## config.mk

```make
export PLATFORM = sky130hd
export DESIGN_NAME = trxte_exec
export DESIGN_NICKNAME = d
export VERILOG_FILES = /design/src/hw/trxte_pkg.sv /design/src/hw/trxte_exec.sv /design/src/hw/trxte_zero_detect.sv
export SDC_FILE = /design/constraint.sdc
export NUM_CORES = 1
export LEC_CHECK = 0
export ABC_CLOCK_PERIOD_IN_PS = 2000
export CORE_MARGIN = 1.5
export CORE_UTILIZATION = 55
export DETAILED_ROUTE_END_ITERATION = 7
export DONT_BUFFER_PORTS = 1
export PLACE_DENSITY = 0.7
export REMOVE_ABC_BUFFERS = 1
export SETUP_SLACK_MARGIN = 0.1
export SYNTH_ARGS = -nofsm -noshare
export SYNTH_HDL_FRONTEND = slang
export SYNTH_SLANG_ARGS = --single-unit
export TNS_END_PERCENT = 50
```

## constraint.sdc

```tcl
create_clock -name clk_in -period 2 [get_ports clk_in]
set_input_delay 0.1 -clock clk_in [delete_from_list [all_inputs] [get_ports clk_in]]
set_output_delay 0.1 -clock clk_in [all_outputs]
set_load 0.05 [all_outputs]
```

## src/hw/trxte_pkg.sv

```systemverilog
package trxte_pkg;
    // ****************************************************************
    // widths
    // ****************************************************************
    localparam int OP_W   = 14;
    localparam int DATA_W = 8;
    localparam int FADR_W = 7;
    localparam int PM_AW  = 14;
    localparam int PTRL_W = 8;
    localparam int PTRH_W = PM_AW - PTRL_W;

    // ****************************************************************
    // opcode patterns
    // ****************************************************************
    localparam logic [OP_W-1:0] TRL_OP_VAL = 14'h0050;
    localparam logic [OP_W-1:0] ZT_MASK    = 14'h3F80;
    localparam logic [OP_W-1:0] ZT_VAL     = 14'h0880;
    localparam logic [OP_W-1:0] XOR_MASK   = 14'h3F00;
    localparam logic [OP_W-1:0] XL_VAL     = 14'h1D00;
    localparam logic [OP_W-1:0] XR_VAL     = 14'h0600;
    localparam int              DEST_BIT   = 7;

    // ****************************************************************
    // reset values
    // ****************************************************************
    localparam logic [DATA_W-1:0] ACC_RST  = 8'h00;
    localparam logic              ZERO_RST = 1'b0;

    typedef enum logic [0:0] {
        TRXTE_IDLE    = 1'b0,
        TRXTE_TR_WAIT = 1'b1
    } trxte_state_t;
endpackage

```

## src/hw/trxte_exec.sv

```systemverilog
`timescale 1ns/10ps
module trxte_exec (
    input  wire logic                              clk_in,
    input  wire logic                              srst_in,
    input  wire logic                              instr_valid_in,
    input  wire logic [trxte_pkg::OP_W-1:0]        opcode_in,
    output logic                                   ready_out,
    input  wire logic [trxte_pkg::PTRL_W-1:0]      indirect_pointer_register_in,
    input  wire logic [trxte_pkg::PTRH_W-1:0]      table_pointer_high_in,
    output logic [trxte_pkg::PM_AW-1:0]            pm_addr_out,
    output logic                                   pm_rd_out,
    input  wire logic [trxte_pkg::OP_W-1:0]        pm_rdata_in,
    output logic [trxte_pkg::FADR_W-1:0]           reg_raddr_out,
    input  wire logic [trxte_pkg::DATA_W-1:0]      reg_rdata_in,
    output logic                                   reg_we_out,
    output logic [trxte_pkg::FADR_W-1:0]           reg_waddr_out,
    output logic [trxte_pkg::DATA_W-1:0]           reg_wdata_out,
    input  wire logic                              acc_load_in,
    input  wire logic [trxte_pkg::DATA_W-1:0]      acc_load_data_in,
    output logic [trxte_pkg::DATA_W-1:0]           acc_out,
    output logic                                   zero_flag_out
);
    import trxte_pkg::*;

    // ****************************************************************
    // decode
    // ****************************************************************
    trxte_state_t      state_q;
    trxte_state_t      state_d;
    logic [DATA_W-1:0] acc_q;
    logic              zero_q;
    logic [PM_AW-1:0]  pm_addr_q;
    logic              pm_rd_q;
    logic              reg_we_q;
    logic [FADR_W-1:0] reg_waddr_q;
    logic [DATA_W-1:0] reg_wdata_q;
    logic              take;
    logic              is_trl;
    logic              is_zt;
    logic              is_xl;
    logic              is_xr;
    logic              xr_to_reg;
    logic [DATA_W-1:0] xor_operand;
    logic [DATA_W-1:0] xor_result;
    logic [DATA_W-1:0] zsrc;
    logic              zsrc_zero;

    // nothing new is accepted while a table read holds the fetch path
    assign take      = instr_valid_in && (state_q == TRXTE_IDLE);
    assign is_trl    = take && (opcode_in == TRL_OP_VAL);
    assign is_zt     = take && ((opcode_in & ZT_MASK) == ZT_VAL);
    assign is_xl     = take && ((opcode_in & XOR_MASK) == XL_VAL);
    assign is_xr     = take && ((opcode_in & XOR_MASK) == XR_VAL);
    assign xr_to_reg = opcode_in[DEST_BIT];

    // register read address is combinational so one-cycle ops see data in time
    assign reg_raddr_out = opcode_in[FADR_W-1:0];

    assign xor_operand = is_xl ? opcode_in[DATA_W-1:0] : reg_rdata_in;
    assign xor_result  = acc_q ^ xor_operand;
    assign zsrc        = is_zt ? reg_rdata_in : xor_result;

    trxte_zero_detect u_zero (
        .value_in    (zsrc),
        .is_zero_out (zsrc_zero)
    );

    // ****************************************************************
    // table read sequencer
    // ****************************************************************
    always_comb begin
        state_d = state_q;
        case (state_q)
            TRXTE_IDLE: begin
                if (is_trl) begin
                    state_d = TRXTE_TR_WAIT;
                end
            end
            TRXTE_TR_WAIT: begin
                state_d = TRXTE_IDLE;
            end
            default: begin
                state_d = TRXTE_IDLE;
            end
        endcase
    end

    always_ff @(posedge clk_in) begin
        if (srst_in) begin
            state_q <= TRXTE_IDLE;
        end else begin
            state_q <= state_d;
        end
    end

    always_ff @(posedge clk_in) begin
        if (srst_in) begin
            pm_addr_q <= '0;
            pm_rd_q   <= 1'b0;
        end else begin
            pm_rd_q <= is_trl;
            if (is_trl) begin
                pm_addr_q <= {table_pointer_high_in, indirect_pointer_register_in};
            end
        end
    end

    // ****************************************************************
    // accumulator
    // ****************************************************************
    // instruction results win over an external load in the same cycle
    always_ff @(posedge clk_in) begin
        if (srst_in) begin
            acc_q <= ACC_RST;
        end else if (state_q == TRXTE_TR_WAIT) begin
            acc_q <= pm_rdata_in[DATA_W-1:0];
        end else if (is_xl) begin
            acc_q <= xor_result;
        end else if (is_xr && !xr_to_reg) begin
            acc_q <= xor_result;
        end else if (acc_load_in) begin
            acc_q <= acc_load_data_in;
        end
    end

    // ****************************************************************
    // zero flag
    // ****************************************************************
    // table read leaves it alone, so only the three one-cycle ops write it
    always_ff @(posedge clk_in) begin
        if (srst_in) begin
            zero_q <= ZERO_RST;
        end else if (is_zt) begin
            zero_q <= zsrc_zero;
        end else if (is_xl || is_xr) begin
            zero_q <= zsrc_zero;
        end
    end

    // ****************************************************************
    // register write-back
    // ****************************************************************
    always_ff @(posedge clk_in) begin
        if (srst_in) begin
            reg_we_q    <= 1'b0;
            reg_waddr_q <= '0;
            reg_wdata_q <= '0;
        end else begin
            reg_we_q <= is_xr && xr_to_reg;
            if (is_xr && xr_to_reg) begin
                reg_waddr_q <= opcode_in[FADR_W-1:0];
                reg_wdata_q <= xor_result;
            end
        end
    end

    assign ready_out     = (state_q == TRXTE_IDLE);
    assign pm_addr_out   = pm_addr_q;
    assign pm_rd_out     = pm_rd_q;
    assign reg_we_out    = reg_we_q;
    assign reg_waddr_out = reg_waddr_q;
    assign reg_wdata_out = reg_wdata_q;
    assign acc_out       = acc_q;
    assign zero_flag_out = zero_q;

    // ****************************************************************
    // checks
    // ****************************************************************
    property p_trl_decode;
        @(posedge clk_in) disable iff (srst_in)
        (instr_valid_in && ready_out && opcode_in == TRL_OP_VAL) |=> (pm_rd_out && !ready_out);
    endproperty
    a_trl_decode: assert property (p_trl_decode) else $error("table read not started");

    property p_trl_addr;
        @(posedge clk_in) disable iff (srst_in)
        is_trl |=> pm_addr_out == {$past(table_pointer_high_in), $past(indirect_pointer_register_in)};
    endproperty
    a_trl_addr: assert property (p_trl_addr) else $error("table address wrong");

    property p_trl_two_cycles;
        @(posedge clk_in) disable iff (srst_in)
        is_trl |=> !ready_out ##1 (ready_out && zero_flag_out == $past(zero_flag_out, 2));
    endproperty
    a_trl_two_cycles: assert property (p_trl_two_cycles) else $error("table read timing or flag");

    property p_trl_load;
        @(posedge clk_in) disable iff (srst_in)
        (state_q == TRXTE_TR_WAIT) |=> acc_out == $past(pm_rdata_in[DATA_W-1:0]);
    endproperty
    a_trl_load: assert property (p_trl_load) else $error("table byte not loaded");

    property p_zt_set;
        @(posedge clk_in) disable iff (srst_in)
        (is_zt && reg_rdata_in == 8'h00) |=> zero_flag_out;
    endproperty
    a_zt_set: assert property (p_zt_set) else $error("zero test did not set flag");

    property p_zt_only_flag;
        @(posedge clk_in) disable iff (srst_in)
        (is_zt && !acc_load_in) |=> (acc_out == $past(acc_out) && !reg_we_out && ready_out);
    endproperty
    a_zt_only_flag: assert property (p_zt_only_flag) else $error("zero test side effect");

    property p_zt_clear;
        @(posedge clk_in) disable iff (srst_in)
        (is_zt && reg_rdata_in != 8'h00) |=> !zero_flag_out;
    endproperty
    a_zt_clear: assert property (p_zt_clear) else $error("zero test did not clear flag");

    property p_xl_result;
        @(posedge clk_in) disable iff (srst_in)
        is_xl |=> acc_out == ($past(acc_out) ^ $past(opcode_in[DATA_W-1:0]));
    endproperty
    a_xl_result: assert property (p_xl_result) else $error("literal xor result wrong");

    property p_xl_flag;
        @(posedge clk_in) disable iff (srst_in)
        is_xl |=> (zero_flag_out == (acc_out == 8'h00) && !reg_we_out);
    endproperty
    a_xl_flag: assert property (p_xl_flag) else $error("literal xor flag wrong");

    property p_xr_dest;
        @(posedge clk_in) disable iff (srst_in)
        (is_xr && xr_to_reg && !acc_load_in) |=> (reg_we_out && acc_out == $past(acc_out)
            && reg_wdata_out == ($past(acc_out) ^ $past(reg_rdata_in))
            && reg_waddr_out == $past(opcode_in[FADR_W-1:0]));
    endproperty
    a_xr_dest: assert property (p_xr_dest) else $error("register xor write-back wrong");

    property p_xr_flag;
        @(posedge clk_in) disable iff (srst_in)
        is_xr |=> zero_flag_out == (($past(acc_out) ^ $past(reg_rdata_in)) == 8'h00);
    endproperty
    a_xr_flag: assert property (p_xr_flag) else $error("register xor flag wrong");
endmodule

```

## src/hw/trxte_zero_detect.sv

```systemverilog
`timescale 1ns/10ps
module trxte_zero_detect (
    input  wire logic [trxte_pkg::DATA_W-1:0] value_in,
    output logic                              is_zero_out
);
    import trxte_pkg::*;

    assign is_zero_out = (value_in == '0);
endmodule

```

==> out/results.ini <==
[status]
status=finished, final reports clean

[critical_path]
critPathKind=reg2reg
reg2reg_from=state_q
r2r-end=state_q
crit_required_ps=2290
cp-end-kind=flip-flop
crit_fanout=18
r2r_cells=6
r2r_slack_ps=160
critPathLaunchType=flip-flop
cp.arrival_ps=2130

[floorplanning]
rows=21
initial_core_util_pct=57.5
die_area_sq_um=3880
io_pins=110
core_sq_um=3360
die_w_um=62.3
die_h_um=62.3

[clocking]
clockBufferDepth=2
h-tree-depth=2
clk_pin_slew_ps=110
clock_sinks=41
numCtsBuffers=5
cts_tree=built
root_buffer=clkbuf_4
clk-insertion-delay-late_ps=350
postCtsSetupRepairBufs=0

[yosys]
netlist_area_sq_um=1930
synth_cell_types=35
synthCells=242
async_reset_ff_share_pct=0
synth-seq-cells=41
seq_area_frac_synth_pct=42.5
yosysMostFrequentCell=nand2_1
avgSynthCellArea_sq_um=7.99
synth_area_leaders=dfxtp_1 (42%), nand2_1 (12%), a21oi_1 (8.0%)
yosys-top-cells-count=nand2_1 (61), dfxtp_1 (41), a21oi_1 (31)
synth_top_area_share_pct=42.5
synth.area.mux_share_pct=4.14
yosys.area.top_type=dfxtp_1
synth_top_family_by_area=simple AND/OR/NAND/NOR gates
synth_simple_gate_area_share_pct=28.7
synth_xor_area_share_pct=3.62
yosys_most_used_dff=dfxtp_1
synth-compound-area-share_pct=13.7
yosysWarningCount=0
yosys.area_share.adder_pct=0
synth_edf_count=0

[flow_run]
maxCapViolations=0

[timing]
max_freq_mhz=544
hold_viol=0
hold_slack_ps=4.67
fin_skew_ps=7.23
fin_tns_setup_ps=0
fin_crit_sh_pct=92.0
rsz0062_at_grt=yes
tightest_slew_ps=530
slew_headroom_pct=64.6
maxSlewViolCount=0
fin_crit_ps=1840
setup_viol=0

[min_path]
hold_path_class=in2reg
hold_start=pm_rdata_in[1]
hold_path_depth=2
whs_endpoint=acc_out[1]

[global_routing]
grt_pass1_vias=1690
grt_start_max_net_pins=41
grt_usage_pct=25.9
grt_pass1_wl_mm=7.91
gr-total-overflow=0
antenna_found_initial=0

[detailed_routing]
ant_nets=0
viasPerCell=5.53
wirelength_mm=4.97
drtIter0Drc=61
dr.pass1.iters=4
wl_per_cell_um=15.6
num_vias=1758
drc=0

[power]
power_density_nw_per_um2=686
p_leak_uw=0.000880
vdd_drop_max_uv=364

[placement]
io_buffers=0
hpwl_mm=3.35
place.gp.congestion=0.906

[cells_and_area]
antennaDiodeCount=0
area_delta_synth_final_pct=22.4
fin_nets=333
drive_gt1_share_pct=11.0

-- flip-flops by register name (all words and copies together), names as in the netlist --
signal,cells
pm_rd_out,1
reg_wdata_out,8
reg_waddr_out,7
acc_out,8
pm_addr_out,14
zero_flag_out,1
reg_we_out,1
state_q,1
-- cells in the final DEF (no fill, tap or decap), types with 3 or more instances in the layout --
cell type	n
a21oi_1	31
nand3_1	3
nor4_1	3
dfxtp_1	41
mux2i_1	8
xnor2_1	8
a221oi_1	6
buf_4	14
clkbuf_4	5
dlygate4sd3_1	29
nor3_1	13
o21ai_0	3
nor2_1	19
nand2_1	61
-- metal layers --
layer	routed length [um]	global-route usage (%)	up-vias
li1	-	-	880
met1	2030	28.2	791
met2	2410	45.9	76
met3	435	8.33	11
met4	95	11.1	0
met5	0	0	-
-- logic make-up after synthesis --
family | count (synthesis)
buffers and inverters | 24
flip-flops | 41
AND/OR/NAND/NOR | 116
XOR/XNOR | 8
AO/OA/AOI/OAI | 45
multiplexers | 8
-- power breakdown --
| part | total (uW) | switching [uW] | leakage (uW) | internal (uW) |
|---|---|---|---|---|
| clock | 565 | 266 | 0.0000455 | 299 |
| sequential | 839 | 9.92 | 0.000332 | 829 |
| combinational | 219 | 124 | 0.000503 | 95.4 |
-- layout make-up --
type	instances	area [sq um]
repair buffers	44	415
well taps	46	57.6
clock buffers	7	55.1
inverters	2	7.51
fillers	269	997
flip-flops and latches	41	821
clock inverters	1	30.0
multi-input cells	177	980
-- worst max-delay path, cell delays in order (launching register included) --
cell and delay (ps):
dfxtp_1 350, buf_4 200, nand2b_1 190, nor4_4 220
dlygate4sd3_1 600, nand3_1 90, nor2_1 130
-- what timing repair did --
action | in CTS | in global routing
gates resized for setup | 0 | 2
hold buffers | 30 | 0
endpoints found under the hold margin | 40 | 0
endpoints found under the setup margin | 0 | 17
-- worst max-delay path by stage --
stage                 start         endpoint  slack [ps]  cells past startpoint
finish              state_q          state_q         160                      6
global route        state_q    zero_flag_out          30                      6
CTS                 state_q   pm_addr_out[1]         180                      6
detailed placement  state_q   pm_addr_out[1]         200                      6
global placement    state_q  pm_addr_out[10]         250                      6
floorplan           state_q    zero_flag_out         170                      6
-- stage by stage --
step,cell area (sq um),utilization (%),instances,setup WS (ps),total power (uW)
floorplan,1800,-,220,171,976
global placement,1960,58.3,280,246,1010
detailed placement,1960,58.3,280,197,1010
CTS,2360,70.1,318,180,1630
global route,2370,70.3,318,33.9,1690
finish,2370,70.3,318,160,1620
Note: power is estimated with default switching activity, not from simulation.
